`config.mk`:
```
export PLATFORM = sky130hd
export DESIGN_NAME = pmc_top
export DESIGN_NICKNAME = d
export VERILOG_FILES = /design/src/pmc_pkg.sv /design/src/pmc_sync2.sv /design/src/pmc_top.sv
export SDC_FILE = /design/constraint.sdc
export NUM_CORES = 1
export LEC_CHECK = 0
export ABC_AREA = 1
export BUFFER_PORTS_ARGS = -buffer_cell sky130_fd_sc_hd__buf_2
export CAP_MARGIN = 20
export CORE_UTILIZATION = 38
export DETAILED_ROUTE_END_ITERATION = 8
export PLACE_DENSITY = 0.76
export SYNTH_ARGS = -nofsm -noshare
export SYNTH_HDL_FRONTEND = slang
export SYNTH_HIERARCHICAL = 1
export SYNTH_SLANG_ARGS = --single-unit
```
`constraint.sdc`:
```
create_clock -name clk_sys -period 0.9 [get_ports clk_sys]
set_input_delay 0.135 -clock clk_sys [delete_from_list [all_inputs] [get_ports clk_sys]]
set_output_delay 0.135 -clock clk_sys [all_outputs]
set_load 0.1 [all_outputs]
```
`src/pmc_pkg.sv`:
```
// Package for the port-merge configuration block: constants and carrier structs
package pmc_pkg;

  localparam int NUM_PORTS      = 7;
  localparam int LANES_PER_PORT = 4;
  localparam int MERGED_LANES   = 8;
  localparam int UPSTREAM_PORT  = 0;
  localparam int MERGE_EVEN     = 0;
  localparam int MERGE_ODD      = 1;

  localparam logic [5:0] WIDTH_X4 = 6'h04;
  localparam logic [5:0] WIDTH_X8 = 6'h08;

  localparam logic       MERGE_RST  = 1'h0;
  localparam logic [2:0] STATE_BITS = 3'h0;

  // Configuration request from the upstream side
  typedef struct packed {
    logic       valid;
    logic       write;
    logic [2:0] dev;
  } pmc_cfg_req_s;

  // Completion status of a configuration request
  typedef struct packed {
    logic       valid;
    logic       unsupported;
    logic [2:0] dev;
  } pmc_cfg_cpl_s;

  // Sideband outputs of one downstream port
  typedef struct packed {
    logic hp_power_en;
    logic hp_attn_led;
    logic link_up;
    logic port_reset_n;
  } pmc_port_out_s;

  // Sideband inputs of one downstream port
  typedef struct packed {
    logic hp_present;
    logic hp_attn_button;
    logic link_active;
  } pmc_port_in_s;

  typedef enum logic [1:0] {
    PMC_IN_RESET = 2'b00,
    PMC_SAMPLE   = 2'b01,
    PMC_RUN      = 2'b10
  } pmc_state_e;

  function automatic logic pmc_port1_off(input logic merged);
    return merged;
  endfunction

endpackage

```
`src/pmc_sync2.sv`:
```
// Two-flop synchroniser for pin inputs
`timescale 1ns/10ps
module pmc_sync2 #(
  parameter int W = 1
) (
  input  wire logic         clk_sys,
  input  wire logic         rst_n,
  input  wire logic         clk_en,
  input  wire logic [W-1:0] din,
  output logic      [W-1:0] dout
);
  logic [W-1:0] s1_q;
  logic [W-1:0] s2_q;

  always_ff @(posedge clk_sys) begin
    if (!rst_n) begin
      s1_q <= '0;
      s2_q <= '0;
    end else if (clk_en) begin
      s1_q <= din;
      s2_q <= s1_q;
    end
  end

  assign dout = s2_q;
endmodule

```
`src/pmc_top.sv`:
```
// Port-merge configuration: strap capture, lane steering, port 1 gating, config decode
//
// Contract
// - Each unmerged port carries four serial lanes.
// - Port 0 is always upstream; ports 1 to 6 always downstream.
// - Even port and next odd port may merge as x8 under the even number.
// - Merge setting is fixed only in fundamental reset, never during operation.
// - Asserted merge strap combines x4 ports 0 and 1 into one x8 port.
// - When merged, port 1, its bridge and all its resources are disabled.
// - When merged, every port 1 output stays negated.
// - When merged, every port 1 input is ignored.
// - When merged, config accesses to port 1 device end as unsupported request.
// - When merged, port 1 lanes serve as port 0 lanes 4 to 7.
// - When merged, maximum link width field resets to x8.
// - Board holds strap during reset; device samples it at reset release only.
`timescale 1ns/10ps
module pmc_top
  import pmc_pkg::*;
(
  input  wire logic                                   clk_sys,
  input  wire logic                                   rst_n,
  input  wire logic                                   clk_en,
  input  wire logic                                   fundamental_reset_n,
  input  wire logic                                   merge_pair_strap,
  input  wire logic [LANES_PER_PORT-1:0]              p0_lane_rx,
  input  wire logic [LANES_PER_PORT-1:0]              p1_lane_rx,
  input  wire logic [LANES_PER_PORT-1:0]              p0_lane_tx_core,
  input  wire logic [LANES_PER_PORT-1:0]              p0_lane_tx_hi_core,
  input  wire logic [LANES_PER_PORT-1:0]              p1_lane_tx_core,
  input  wire pmc_port_out_s                          p1_out_core,
  input  wire pmc_port_in_s                           p1_in_pin,
  input  wire pmc_cfg_req_s                           cfg_req,
  output logic [MERGED_LANES-1:0]                     p0_lane_rx_core,
  output logic [LANES_PER_PORT-1:0]                   p1_lane_rx_core,
  output logic [LANES_PER_PORT-1:0]                   p0_lane_tx,
  output logic [LANES_PER_PORT-1:0]                   p1_lane_tx,
  output pmc_port_out_s                               p1_out_pin,
  output pmc_port_in_s                                p1_in_core,
  output pmc_cfg_cpl_s                                cfg_cpl,
  output logic                                        merged,
  output logic                                        p1_enable,
  output logic [5:0]                                  max_link_width_field,
  output logic [2:0]                                  upstream_port_num,
  output logic                                        cfg_ready
);

  // Pin inputs pass two flops before use
  logic       perst_s;
  logic       strap_s;
  pmc_port_in_s p1_in_s;

  pmc_sync2 #(.W(2)) u_sync_sys (
    .clk_sys (clk_sys),
    .rst_n   (rst_n),
    .clk_en  (clk_en),
    .din     ({fundamental_reset_n, merge_pair_strap}),
    .dout    ({perst_s, strap_s})
  );

  pmc_sync2 #(.W($bits(pmc_port_in_s))) u_sync_p1 (
    .clk_sys (clk_sys),
    .rst_n   (rst_n),
    .clk_en  (clk_en),
    .din     (p1_in_pin),
    .dout    (p1_in_s)
  );

  // Link width reported for a merge setting
  function automatic logic [5:0] width_for(input logic mrg);
    logic [5:0] w;
    w = WIDTH_X4;
    if (mrg) begin
      w = WIDTH_X8;
    end
    return w;
  endfunction

  // Strap capture state machine
  pmc_state_e state_q;
  pmc_state_e state_d;
  logic       merge_q;
  logic       merge_d;
  logic [5:0] width_q;
  logic [5:0] width_d;

  always_comb begin
    state_d = state_q;
    merge_d = merge_q;
    width_d = width_q;
    case (state_q)
      PMC_IN_RESET: begin
        if (perst_s) begin
          state_d = PMC_SAMPLE;
        end
      end
      PMC_SAMPLE: begin
        merge_d = strap_s;
        width_d = width_for(strap_s);
        state_d = PMC_RUN;
      end
      PMC_RUN: begin
        if (!perst_s) begin
          state_d = PMC_IN_RESET;
        end
      end
      default: begin
        state_d = PMC_IN_RESET;
      end
    endcase
  end

  always_ff @(posedge clk_sys) begin
    if (!rst_n) begin
      state_q <= PMC_IN_RESET;
      merge_q <= MERGE_RST;
      width_q <= WIDTH_X4;
    end else if (clk_en) begin
      state_q <= state_d;
      merge_q <= merge_d;
      width_q <= width_d;
    end
  end

  assign merged               = merge_q;
  assign p1_enable            = !pmc_port1_off(merge_q);
  assign max_link_width_field = width_q;
  assign upstream_port_num    = 3'(UPSTREAM_PORT);

  // Receive lane steering
  always_comb begin
    p0_lane_rx_core = {4'h0, p0_lane_rx};
    p1_lane_rx_core = p1_lane_rx;
    if (merge_q) begin
      p0_lane_rx_core = {p1_lane_rx, p0_lane_rx};
      p1_lane_rx_core = 4'h0;
    end
  end

  // Transmit lane steering
  always_comb begin
    p0_lane_tx = p0_lane_tx_core;
    p1_lane_tx = p1_lane_tx_core;
    if (merge_q) begin
      p1_lane_tx = p0_lane_tx_hi_core;
    end
  end

  // Port 1 sideband gating, registered
  pmc_port_out_s p1_out_q;
  pmc_port_out_s p1_out_d;
  pmc_port_in_s  p1_in_q;
  pmc_port_in_s  p1_in_d;
  localparam pmc_port_out_s OUT_NEG = '{hp_power_en: 1'b0, hp_attn_led: 1'b0,
                                        link_up: 1'b0, port_reset_n: 1'b1};

  // Port 1 sideband stays quiet while merged or outside normal operation
  logic          p1_quiet;
  assign p1_quiet = merge_q || (state_q != PMC_RUN);

  always_comb begin
    p1_out_d = p1_out_core;
    p1_in_d  = p1_in_s;
    if (p1_quiet) begin
      p1_out_d = OUT_NEG;
      p1_in_d  = '0;
    end
  end

  always_ff @(posedge clk_sys) begin
    if (!rst_n) begin
      p1_out_q <= OUT_NEG;
      p1_in_q  <= '0;
    end else if (clk_en) begin
      p1_out_q <= p1_out_d;
      p1_in_q  <= p1_in_d;
    end
  end

  assign p1_out_pin = p1_out_q;
  assign p1_in_core = p1_in_q;

  // Configuration decode on the virtual bus
  // Virtual-bus device of port 1, and the last device present
  localparam logic [2:0] DEV_PORT1 = 3'(MERGE_ODD - 1);
  localparam logic [2:0] DEV_LAST  = 3'(NUM_PORTS - 2);

  // Absent devices, and port 1 while merged, answer as unsupported
  function automatic logic dev_unsupported(
    input logic [2:0] dev,
    input logic       mrg
  );
    logic absent;
    logic hidden;
    absent = (dev > DEV_LAST);
    hidden = mrg && (dev == DEV_PORT1);
    return absent || hidden;
  endfunction

  pmc_cfg_cpl_s cpl_q;
  pmc_cfg_cpl_s cpl_d;

  assign cfg_ready = (state_q == PMC_RUN);

  always_comb begin
    cpl_d = '0;
    if (cfg_req.valid && cfg_ready) begin
      cpl_d.valid       = 1'b1;
      cpl_d.dev         = cfg_req.dev;
      cpl_d.unsupported = dev_unsupported(cfg_req.dev, merge_q);
    end
  end

  always_ff @(posedge clk_sys) begin
    if (!rst_n) begin
      cpl_q <= '0;
    end else if (clk_en) begin
      cpl_q <= cpl_d;
    end
  end

  assign cfg_cpl = cpl_q;

endmodule

```
==> summary.txt <==
GRT
  • Met1 Usage GRT: 23.2%
  • Gr busiest metal: met2
  • Initial antenna violation count: 0
  • Overflow after GRT: 0
  • Number of global-route vias before repair: 1240
  • GRT Total Usage: 21.1%
  • GR Util met3: 4.76%
  • First-pass GRT wire length: 5.58 mm
  • Largest net degree at the start of global routing: 23
  • Met2 Usage GRT: 38.6%

Pwr
  • P_leak: 1.10 nW
  • Power Total: 2.93 mW
  • Worst vdd ir: 883 µV
  • Power per Cell Area: 1200 nW/µm²

Setup path
  • Setup CP Type: reg2out
  • CP Cell Sequence: buf_12, inv_8, nand2_2, nand2_4, buf_12
  • CP max stage cell: dfxtp_4
  • Worst reg2reg path depth: 6
  • Crit Path Max Fanout: 5
  • Reg-to-Reg Start: max_link_width_field[3]
  • Worst Path Required: 760 ps
  • Critical Path Max Stage Delay: 410 ps
  • Worst setup EP type: output pin
  • CP dominant cell by count: buf_12
  • CP Launch Type: register
  • WP data arrival: 1230 ps
  • Reg2Reg Setup Slack: -280 ps
  • FF-to-FF End: p1_out_pin[1]

Logic synthesis
  • Syn Area/Cell: 6.66 µm²
  • Sequential area share after synthesis: 41.1%
  • Mapped Area: 1260 µm²
  • Mux cell area share after synthesis: 0%
  • Xor/xnor share of the synthesized area: 0%
  • Top cells by area, synth: dfxtp_1, nand2_1, buf_4, nor2_1, inv_1
  • Seq cells post-synth: 26
  • Adder-Cell Fraction of Synth Area: 0%
  • Unique masters post-synth: 15
  • Post-synth top area share: 41.1%
  • Post-Synthesis Cells: 190
  • Largest family of logic cells by synthesized area: simple AND/OR/NAND/NOR gates
  • Synth Area in Compound Gates: 9.30%
  • Largest area contributor in the netlist: dfxtp_1
  • Ys Warns: 6
  • Synth Area in Simple Gates: 29.4%

Worst hold path
  • Min-delay src: p1_out_core[2]
  • Hold Crit Class: in2reg
  • Worst Hold End: p1_out_pin[2]
  • WHS Path Cells: 3

Final layout
  • Proportion of layout cells with a drive suffix above 1: 58.3%
  • Fin nets: 290
  • Area delta synth->final: 93.4%
  • Final instance area: 2450 µm²
  • Most frequent cells in the layout: nand2_1, buf_12, buf_2
  • # diodes: 0
  • # fillers: 197
  • Commonest non-fill, non-tap cell in the layout: nand2_1

Floorplanning
  • Die span in y: 59.7 µm
  • Die X: 59.7 µm
  • Die Area: 3560 µm²
  • # rows: 20
  • IO Count: 81
  • Core Region: 3100 µm²
  • Initial Util: 40.8%

Outcome
  • Outcome: finished with violations
  • Violated checks: setup timing

STA
  • Minimum clock period: 1360 ps
  • Clock Skew: 4.34 ps
  • PnR worst setup slack: -464 ps
  • Fmax: 733 MHz
  • Unrepaired setup endpoints after global routing: yes
  • Final Hold Violating Endpoints: 0
  • Pins Over Slew Limit: 0
  • Final setup fails: 44
  • Fin Hold WS: 36.0 ps
  • Fin Setup TNS: -10510 ps
  • Final period util: 152%

Drt
  • DR iter-0 viols: 34
  • DRC: 0
  • WL final: 3.71 mm
  • Vias after detailed routing: 1366
  • Antenna Nets Post-Route: 0
  • Routed WL per cell: 12.5 µm
  • Detailed Routing Iterations Pass 1: 4
  • Vias per inst: 4.61

Placement
  • GPL Wtd Cong: 0.756
  • DP Area: 2160 µm²
  • I/O Buffers: 56
  • Post-place setup slack: -139 ps
  • DP HPWL: 2.38 mm

Clock tree
  • Clk buf depth: 2
  • Num CTS Buffers: 3
  • Clk Tree Root Cell: clkbuf_4
  • Clock transition at path regs: 150 ps
  • TritonCTS clock tree: built
  • H-Tree Depth: 1
  • Clock sink total: 26
  • Clk_lat worst skew: 320 ps

Flow run
  • Max_cap viols: 0
## synth_stat cells
library cell	number
buf_6	2
dfxtp_1	26
inv_2	1
o21ai_0	8
o211ai_1	1
conb_1	1
nand2_1	61
a21oi_1	14
nor2_2	7
nand3_1	1
inv_1	23
nor2_1	25
buf_4	16
buf_2	3
buf_1	1
## sequential cells by signal, indices dropped and copies added (netlist names)
name	flops
cfg_cpl	5
u_sync_sys/s1_q	2
u_sync_sys/dout	2
max_link_width_field	2
u_sync_p1/s1_q	3
p1_in_core	3
u_sync_p1/dout	3
state_q	2
p1_out_pin	4
## power by group
group | switching, mW | internal (mW) | leakage (nW)
sequential | 0.0385 | 1.17 | 0.223
clock | 0.350 | 0.450 | 0.0279
combinational | 0.626 | 0.298 | 0.846
## cell families (layout without fill, tap and decap cells)
family | Yosys count | in the layout
buffers and inverters | 46 | 102
DFF | 26 | 26
AOI/OAI and AO/OA | 23 | 23
other | 1 | 7
and+or+nand+nor | 94 | 94
## layout make-up
class                           count  area, µm²  area share, %
Timing Repair Buffer               74        926           37.9
Multi-Input combinational cell    124        721           29.5
Sequential cell                    26        576           23.5
Inverter                           24        116           4.76
Tap cell                           44       55.1           2.25
Clock inverter                      1       30.0           1.23
Clock buffer                        3       22.5          0.921
## worst max-delay path by stage
stage                             from                  to  slack (ps)
3_3_place_gp   max_link_width_field[3]  p0_lane_rx_core[4]        -110
5_1_grt        max_link_width_field[3]       p1_lane_tx[3]        -520
3_5_place_dp   max_link_width_field[3]  p0_lane_rx_core[4]        -140
4_1_cts        max_link_width_field[3]  p0_lane_rx_core[4]        -480
2_1_floorplan  max_link_width_field[3]  p0_lane_rx_core[4]        -390
6_report       max_link_width_field[3]       p1_lane_tx[3]        -460
## repair_timing
item	in CTS	in global routing
gates resized for setup	33	20
buffers inserted	8	3
hold buffers	0	0
pin swaps	8	11
endpoints found under the setup margin	42	45
## metal layers
layer,share of wire [%],up-vias,wire length (µm)
met5,0,-,0
met4,2.6,0,96
met3,7.3,10,271
met2,55,55,2030
met1,35,628,1310
li1,-,673,-
## critical path: cells and delay by family, from the launching register on
kind	cells	cell delay (ps)
flip-flops	1	410
buffers and inverters	3	380
AND/OR/NAND/NOR	2	130
## metrics by stage
step / std cells / utilization [%]
after floorplan: 196 / -
after global routing: 296 / 78.8
after detailed placement: 283 / 69.5
final: 296 / 78.8
after CTS: 295 / 76.9
after global placement: 283 / 69.5
Note: power is estimated with default switching activity, not from simulation.
